[src/rtl/flash_ctl_pkg.sv]
package flash_ctl_pkg;
	// ==========================================================
	// Register indices (byte address is four times the index)
	localparam logic [15:0] IDX_ERASE = 16'h0094;
	localparam logic [15:0] IDX_CTRL = 16'h00B2;
	localparam logic [15:0] IDX_PAGE = 16'h00B7;
	localparam logic [15:0] IDX_KEY = 16'h2702;
	localparam logic [15:0] IDX_IRQ_STAT = 16'h2710;
	localparam logic [15:0] IDX_IRQ_MASK = 16'h2711;
	localparam logic [15:0] ADDR_ERASE = 16'(IDX_ERASE * 4);
	localparam logic [15:0] ADDR_CTRL = 16'(IDX_CTRL * 4);
	localparam logic [15:0] ADDR_PAGE = 16'(IDX_PAGE * 4);
	localparam logic [15:0] ADDR_KEY = 16'(IDX_KEY * 4);
	localparam logic [15:0] ADDR_IRQ_STAT = 16'(IDX_IRQ_STAT * 4);
	localparam logic [15:0] ADDR_IRQ_MASK = 16'(IDX_IRQ_MASK * 4);
	// ==========================================================
	// Erase command key bytes
	localparam logic [7:0] KEY_PAGE_ERASE = 8'h55;
	localparam logic [7:0] KEY_MASS_ERASE = 8'hAA;
	// ==========================================================
	// Control register bit positions
	localparam int CTRL_PWE = 0;
	localparam int CTRL_MEEN = 1;
	localparam int CTRL_DEFER = 2;
	localparam int CTRL_PEND = 3;
	// Page select field position and range
	localparam int PAGE_LSB = 1;
	localparam int PAGE_MSB = 7;
	localparam logic [6:0] LAST_PAGE = 7'h3F;
	localparam logic [6:0] PAGE_RESET = 7'h00;
	// Key register fields
	localparam int KEY_RDE = 2;
	localparam int KEY_LSB = 4;
	localparam int KEY_MSB = 7;
	localparam logic [3:0] UNLOCK_VALUE = 4'h2;
	localparam logic [3:0] UNLOCK_RESET = 4'h0;
	// ==========================================================
	// Interrupt status bits
	localparam int IRQ_W = 3;
	localparam int EV_WRITE = 0;
	localparam int EV_DROP = 1;
	localparam int EV_ERASE = 2;
	localparam logic [IRQ_W-1:0] IRQ_RESET = 3'h0;
	typedef enum logic {Q_EMPTY, Q_FULL} queue_t;
endpackage : flash_ctl_pkg

[src/rtl/flash_erase_write_control.sv]
// Chosen here: the APB slave port.
module flash_erase_write_control (
	input wire logic pclk,
	input wire logic presetn,
	input wire logic pclken,
	input wire logic psel,
	input wire logic penable,
	input wire logic pwrite,
	input wire logic [15:0] paddr,
	input wire logic [31:0] pwdata,
	output logic [31:0] prdata,
	output logic pready,
	output logic pslverr,
	input wire logic int_enabled,
	input wire logic debug_port_enabled,
	input wire logic security_lock,
	input wire logic ce_enable,
	input wire logic ce_busy,
	input wire logic flash_busy,
	input wire logic xmove_req,
	input wire logic [15:0] xmove_addr,
	input wire logic [7:0] xmove_data,
	output logic ram_wr_req,
	output logic [15:0] ram_wr_addr,
	output logic [7:0] ram_wr_data,
	output logic flash_wr_req,
	output logic [15:0] flash_wr_addr,
	output logic [7:0] flash_wr_data,
	output logic page_erase_req,
	output logic mass_erase_req,
	output logic [6:0] erase_page,
	output logic write_pending_flag,
	output logic irq
);
	import flash_ctl_pkg::*;

	// ==========================================================
	// State
	logic program_write_enable_r;
	logic mass_erase_enable_r;
	logic deferred_write_enable_r;
	logic [6:0] erase_page_select_r;
	logic page_fresh_r;
	logic [3:0] modify_unlock_key_r;
	logic [IRQ_W-1:0] irq_stat_r;
	logic [IRQ_W-1:0] irq_stat_nxt;
	logic [IRQ_W-1:0] irq_mask_r;
	logic ce_busy_q_r;
	queue_t queue_r;
	logic [15:0] q_addr_r;
	logic [7:0] q_data_r;
	logic flash_wr_req_r;
	logic [15:0] flash_wr_addr_r;
	logic [7:0] flash_wr_data_r;
	logic ram_wr_req_r;
	logic [15:0] ram_wr_addr_r;
	logic [7:0] ram_wr_data_r;
	logic page_erase_req_r;
	logic mass_erase_req_r;
	logic [6:0] erase_page_r;

	// ==========================================================
	// APB decode
	wire logic acc = psel & penable & pclken;
	wire logic wr_en = acc & pwrite;
	wire logic hit_erase = paddr == ADDR_ERASE;
	wire logic hit_ctrl = paddr == ADDR_CTRL;
	wire logic hit_page = paddr == ADDR_PAGE;
	wire logic hit_key = paddr == ADDR_KEY;
	wire logic hit_stat = paddr == ADDR_IRQ_STAT;
	wire logic hit_mask = paddr == ADDR_IRQ_MASK;
	wire logic mapped = hit_erase | hit_ctrl | hit_page | hit_key
		| hit_stat | hit_mask;
	wire logic [7:0] wbyte = pwdata[7:0];

	// ==========================================================
	// Flash write path
	wire logic key_ok = modify_unlock_key_r == UNLOCK_VALUE;
	wire logic ce_fall = ce_busy_q_r & ~ce_busy;
	wire logic q_full = queue_r == Q_FULL;
	// Pending covers the gap before the array raises its busy
	wire logic pending = flash_busy | q_full | flash_wr_req_r;
	wire logic defer = deferred_write_enable_r & ce_enable;
	wire logic flash_move = pclken & xmove_req & program_write_enable_r;
	wire logic ram_move = pclken & xmove_req & ~program_write_enable_r;
	wire logic accept = flash_move & key_ok & ~pending;
	wire logic go_now = accept & ~defer;
	wire logic go_queue = accept & defer;
	wire logic drop = flash_move & ~accept;
	// Drain on busy fall, or at once if the engine is switched off
	wire logic drain = pclken & q_full & (ce_fall | ~ce_enable);

	// ==========================================================
	// Erase path
	wire logic erase_wr = wr_en & hit_erase;
	wire logic page_ok = erase_page_select_r <= LAST_PAGE;
	wire logic page_go = erase_wr & (wbyte == KEY_PAGE_ERASE) & key_ok
		& page_fresh_r & page_ok;
	wire logic mass_go = erase_wr & (wbyte == KEY_MASS_ERASE) & key_ok
		& mass_erase_enable_r & debug_port_enabled;
	wire logic pwe_wr = wr_en & hit_ctrl & ~int_enabled;

	// ==========================================================
	// Interrupt events; a new event wins over a clear
	wire logic [IRQ_W-1:0] events = {page_go | mass_go, drop,
		go_now | drain};
	wire logic [IRQ_W-1:0] stat_clr = (wr_en & hit_stat)
		? pwdata[IRQ_W-1:0] : IRQ_RESET;
	assign irq_stat_nxt = (irq_stat_r & ~stat_clr) | events;

	// ==========================================================
	// Read mux and outputs
	wire logic [7:0] ctrl_rd = {4'h0, pending, deferred_write_enable_r,
		1'b0, program_write_enable_r};
	wire logic [7:0] key_rd = {modify_unlock_key_r, 1'b0,
		~security_lock, 2'b00};
	assign prdata = !mapped ? 32'h0000_0000
		: hit_ctrl ? {24'h00_0000, ctrl_rd}
		: hit_key ? {24'h00_0000, key_rd}
		: hit_stat ? {29'h0000_0000, irq_stat_r}
		: hit_mask ? {29'h0000_0000, irq_mask_r}
		: 32'h0000_0000;
	assign pready = pclken;
	assign pslverr = psel & penable & ~mapped;
	assign write_pending_flag = pending;
	assign irq = |(irq_stat_r & irq_mask_r);
	assign flash_wr_req = flash_wr_req_r;
	assign flash_wr_addr = flash_wr_addr_r;
	assign flash_wr_data = flash_wr_data_r;
	assign ram_wr_req = ram_wr_req_r;
	assign ram_wr_addr = ram_wr_addr_r;
	assign ram_wr_data = ram_wr_data_r;
	assign page_erase_req = page_erase_req_r;
	assign mass_erase_req = mass_erase_req_r;
	assign erase_page = erase_page_r;

	// ==========================================================
	// Control register bits
	always_ff @(posedge pclk or negedge presetn) begin
		if (!presetn) begin
			program_write_enable_r <= 1'b0;
			mass_erase_enable_r <= 1'b0;
			deferred_write_enable_r <= 1'b0;
		end else if (pclken) begin
			if (pwe_wr)
				program_write_enable_r <= pwdata[CTRL_PWE];
			else if (flash_move)
				program_write_enable_r <= 1'b0;
			if (wr_en & hit_ctrl) begin
				mass_erase_enable_r <= pwdata[CTRL_MEEN];
				deferred_write_enable_r <= pwdata[CTRL_DEFER];
			end else if (mass_go)
				mass_erase_enable_r <= 1'b0;
		end
	end

	// Page select and unlock key
	always_ff @(posedge pclk or negedge presetn) begin
		if (!presetn) begin
			erase_page_select_r <= PAGE_RESET;
			page_fresh_r <= 1'b0;
			modify_unlock_key_r <= UNLOCK_RESET;
		end else if (pclken) begin
			if (wr_en & hit_page) begin
				erase_page_select_r <= pwdata[PAGE_MSB:PAGE_LSB];
				page_fresh_r <= 1'b1;
			end else if (page_go)
				page_fresh_r <= 1'b0;
			if (wr_en & hit_key)
				modify_unlock_key_r <= pwdata[KEY_MSB:KEY_LSB];
		end
	end

	// Erase request pulses
	always_ff @(posedge pclk or negedge presetn) begin
		if (!presetn) begin
			page_erase_req_r <= 1'b0;
			mass_erase_req_r <= 1'b0;
			erase_page_r <= PAGE_RESET;
		end else if (pclken) begin
			page_erase_req_r <= page_go;
			mass_erase_req_r <= mass_go;
			if (page_go)
				erase_page_r <= erase_page_select_r;
		end
	end

	// One-entry queue
	always_ff @(posedge pclk or negedge presetn) begin
		if (!presetn) begin
			queue_r <= Q_EMPTY;
			q_addr_r <= 16'h0000;
			q_data_r <= 8'h00;
			ce_busy_q_r <= 1'b0;
		end else if (pclken) begin
			ce_busy_q_r <= ce_busy;
			unique case (queue_r)
				Q_EMPTY: if (go_queue) begin
					queue_r <= Q_FULL;
					q_addr_r <= xmove_addr;
					q_data_r <= xmove_data;
				end
				Q_FULL: if (drain)
					queue_r <= Q_EMPTY;
			endcase
		end
	end

	// Flash and RAM write ports
	always_ff @(posedge pclk or negedge presetn) begin
		if (!presetn) begin
			flash_wr_req_r <= 1'b0;
			flash_wr_addr_r <= 16'h0000;
			flash_wr_data_r <= 8'h00;
			ram_wr_req_r <= 1'b0;
			ram_wr_addr_r <= 16'h0000;
			ram_wr_data_r <= 8'h00;
		end else if (pclken) begin
			flash_wr_req_r <= go_now | drain;
			if (go_now) begin
				flash_wr_addr_r <= xmove_addr;
				flash_wr_data_r <= xmove_data;
			end else if (drain) begin
				flash_wr_addr_r <= q_addr_r;
				flash_wr_data_r <= q_data_r;
			end
			ram_wr_req_r <= ram_move;
			if (ram_move) begin
				ram_wr_addr_r <= xmove_addr;
				ram_wr_data_r <= xmove_data;
			end
		end
	end

	// Interrupt status and mask
	always_ff @(posedge pclk or negedge presetn) begin
		if (!presetn) begin
			irq_stat_r <= IRQ_RESET;
			irq_mask_r <= IRQ_RESET;
		end else if (pclken) begin
			irq_stat_r <= irq_stat_nxt;
			if (wr_en & hit_mask)
				irq_mask_r <= pwdata[IRQ_W-1:0];
		end
	end
endmodule : flash_erase_write_control

[config.mk]
export PLATFORM = sky130hd
export DESIGN_NAME = flash_erase_write_control
export DESIGN_NICKNAME = d
export VERILOG_FILES = /design/src/rtl/flash_ctl_pkg.sv /design/src/rtl/flash_erase_write_control.sv
export SDC_FILE = /design/constraint.sdc
export NUM_CORES = 1
export LEC_CHECK = 0
export ABC_AREA = 1
export BUFFER_PORTS_ARGS = -buffer_cell sky130_fd_sc_hd__buf_2
export CAP_MARGIN = 0
export CORE_MARGIN = 2
export CORE_UTILIZATION = 54
export CTS_CLUSTER_SIZE = 14
export DETAILED_ROUTE_END_ITERATION = 6
export GPL_ROUTABILITY_DRIVEN = 0
export PLACE_DENSITY_LB_ADDON = 0.25
export SLEW_MARGIN = 20
export SYNTH_ARGS = -nofsm -noshare
export SYNTH_HDL_FRONTEND = slang
export SYNTH_SLANG_ARGS = --single-unit
[constraint.sdc]
create_clock -name pclk -period 2.7 [get_ports pclk]
set_input_delay 0.54 -clock pclk [delete_from_list [all_inputs] [get_ports pclk]]
set_output_delay 0.54 -clock pclk [all_outputs]
set_load 0.02 [all_outputs]
==> results.json <==
{
  "status": "finished clean",
  "worstSetupPathType": "primary input to output port",
  "avgSynthCellArea_um2": 8.34,
  "post-place-ws_ns": 0.322,
  "fp.dieArea_um2": 10200,
  "route.vias.total": 4254,
  "worstPathCellList": "buf_2 -> nor2_2 -> nand2_1 -> nor2_4 -> nand2_1 -> nand2_1 -> inv_1 -> nand2_1 -> nand2_1 -> nor2_1 -> buf_2",
  "peakVddDrop_uv": 326,
  "synth_edf_count": 0,
  "drtIter0Drc": 230,
  "post_cts_buffers": 0,
  "yosys_warnings": 0,
  "avgRoutedWirePerCell_um": 13.0,
  "crit_cells": 11,
  "crit_buf_inv": 3,
  "final-setup-viol-count": 0,
  "syn2layout_area_growth_pct": 15.0,
  "grt_max_degree": 52,
  "yosysSeqAreaShare_pct": 52.0,
  "cts_made_buffers": 9,
  "tightest_slew_ns": 0.846,
  "hp-class": "primary input to asynchronous set/reset pin",
  "rows": 35,
  "fmax_ghz": 0.417,
  "critPathLaunchType": "primary input",
  "clkTransAtPathRegs_ns": 0.11,
  "drv_cap": 0,
  "synth_top_area_share_pct": 52.0,
  "ys_top_cells_by_area": "dfrtp_1 (52%), nand2_1 (15%), o21ai_0 (6.0%)",
  "crit_top_cell": "nand2_1",
  "cts_root_buf": "clkbuf_8",
  "antenna_cells": 0,
  "p_total_mw": 2.88,
  "place_area_um2": 5700,
  "route.detailed.drc": 0,
  "cts-hold-fix-buffers": 0,
  "p_leak_nw": 3.22,
  "grt_pass1_wl_mm": 18.6,
  "ios": 180,
  "cts_resized": 0,
  "syn_area_um2": 5100,
  "skew_ns": 0.0175,
  "ys_types": 29,
  "worstPathRequired_ns": 2.16,
  "setup_slack_ns": 0.304,
  "fin_nets": 820,
  "fin_tns_setup_ns": 0,
  "synthCells": 612,
  "crit_fanout": 7,
  "synthArstFlopShare_pct": 100,
  "hold_violations": 0,
  "initial_core_util_pct": 55.5,
  "dp_hpwl_mm": 8.13,
  "die_h_um": 101,
  "cts_sinks": 106,
  "clock_latency_ns": 0.37,
  "antenna_found_initial": 0,
  "cp-end-kind": "output port",
  "layout-drive-gt1-share_pct": 25.6,
  "arrival_ns": 1.86,
  "cts_tree": "built",
  "fin_area_um2": 5870,
  "place_inst": 835,
  "die_width_um": 101,
  "cp_top_family": "simple AND/OR/NAND/NOR gates",
  "slew_headroom_pct": 43.5,
  "nFillCells": 827,
  "viasPerCell": 5.00,
  "critPathMaxStageDelay_ns": 0.19,
  "wl_mm": 11.1,
  "fin_cells": 850,
  "maxSlewViolCount": 0,
  "synth_ff_type": "dfrtp_1",
  "grt_pass1_vias": 4025,
  "slowest_stage": "nand2_1",
  "min_period_over_period_pct": 88.7,
  "detail-route-antenna-nets": 0,
  "r2r_cells": 8,
  "grt_usage_pct": 22.9,
  "rsz0062_at_grt": "false",
  "dr.pass1.iters": 5,
  "post-synth-top-area-cell": "dfrtp_1",
  "fin_crit_ns": 2.40,
  "power_density_nw_per_um2": 491,
  "ys_ff_latch": 106,
  "fp.coreArea_um2": 9200,
  "cts_buffer_depth": 2,
  "grt_remaining_overflow": 0,
  "port-buffer-count": 131,
  "htree_num_levels": 3
}
==> kinds of logic (layout without fill, tap and decap cells) <==
logic type / after synthesis / after routing / share of synthesized area (%)
and+or+nand+nor: 280 / 280 / 24.3
other: 1 / 24 / 0.0735
AOI/OAI and AO/OA: 110 / 110 / 12.0
buffers and inverters: 115 / 219 / 11.7
DFF: 106 / 106 / 52.0
==> registers in the layout (all words and copies together), names as in the netlist, 4 cells and up <==
| register | count |
|---|---|
| ram_wr_data | 8 |
| erase_page_select_r | 7 |
| flash_wr_addr | 16 |
| q_data_r | 8 |
| flash_wr_data | 8 |
| erase_page | 7 |
| modify_unlock_key_r | 4 |
| q_addr_r | 16 |
| ram_wr_addr | 16 |
==> layout by cell type (no fill, tap or decap), types with 3 or more instances in the layout <==
cell | synthesis | final
a21oi_1 | 3 | 3
buf_2 | 6 | 130
buf_4 | 27 | 5
clkbuf_8 | 0 | 9
clkinvlp_4 | 0 | 3
conb_1 | 1 | 24
dfrtp_1 | 106 | 106
inv_1 | 66 | 66
inv_6 | 0 | 3
nand2_1 | 208 | 208
nand3_1 | 11 | 10
nand3_2 | 3 | 4
nand4_1 | 9 | 9
nor2_1 | 27 | 27
nor2_2 | 5 | 5
nor2_4 | 4 | 4
nor3_1 | 4 | 4
o21ai_0 | 61 | 61
o21ai_1 | 29 | 29
o21ai_2 | 15 | 15
==> synthesized netlist by cell type, types with 2 or more instances <==
| master | count |
|---|---|
| a21oi_1 | 3 |
| buf_2 | 6 |
| buf_4 | 27 |
| buf_6 | 6 |
| clkbuf_1 | 6 |
| dfrtp_1 | 106 |
| inv_1 | 66 |
| inv_2 | 2 |
| nand2_1 | 208 |
| nand2_2 | 2 |
| nand3_1 | 11 |
| nand3_2 | 3 |
| nand4_1 | 9 |
| nand4_4 | 2 |
| nor2_1 | 27 |
| nor2_2 | 5 |
| nor2_4 | 4 |
| nor3_1 | 4 |
| nor3_2 | 2 |
| o211ai_1 | 2 |
| o21ai_0 | 61 |
| o21ai_1 | 29 |
| o21ai_2 | 15 |
==> power breakdown <==
| group | internal (mW) | switching, mW |
|---|---|---|
| Clock | 0.341 | 0.556 |
| Sequential | 1.63 | 0.0227 |
| Combinational | 0.0978 | 0.233 |
==> layer usage <==
metal | GRT usage [%] | routed length (um)
met2 | 36.4 | 5140
met4 | 9.77 | 255
met5 | 0 | 0
met3 | 2.97 | 587
met1 | 31.9 | 5080
==> stage by stage <==
step	hold slack (ns)	util (%)
after global placement	0.443	62.0
after CTS	0.0421	63.9
final	0.0457	63.9
after global routing	0.0460	63.9
after floorplan	0.244	-
after detailed placement	0.456	62.0
==> path summary, 6_finish.rpt <==
kind	start	endpoint	slack (ns)
min in group pclk	ce_busy	ce_busy_q_r$_DFFE_PN0P_	0.40
max in group asynchronous	presetn	q_data_r[6]$_DFFE_PN0P_	1.88
min	presetn	erase_page_select_r[3]$_DFFE_PN0P_	0.05
min reg2reg	flash_wr_addr[13]$_DFFE_PN0P_	flash_wr_addr[13]$_DFFE_PN0P_	0.49
max	paddr[13]	prdata[0]	0.30
max reg2reg	q_full$_DFFE_PN0P_	flash_wr_data[1]$_DFFE_PN0P_	0.77
==> final cells by class <==
class | count | area, um2 | area share, %
Timing Repair Buffer | 136 | 708 | 12.1
Clock buffer | 9 | 124 | 2.11
Sequential cell | 106 | 2650 | 45.2
Inverter | 68 | 255 | 4.35
Tap cell | 111 | 139 | 2.36
Clock inverter | 6 | 48.8 | 0.831
Multi-Input combinational cell | 414 | 1950 | 33.1
(Power assumes the default switching activity.)
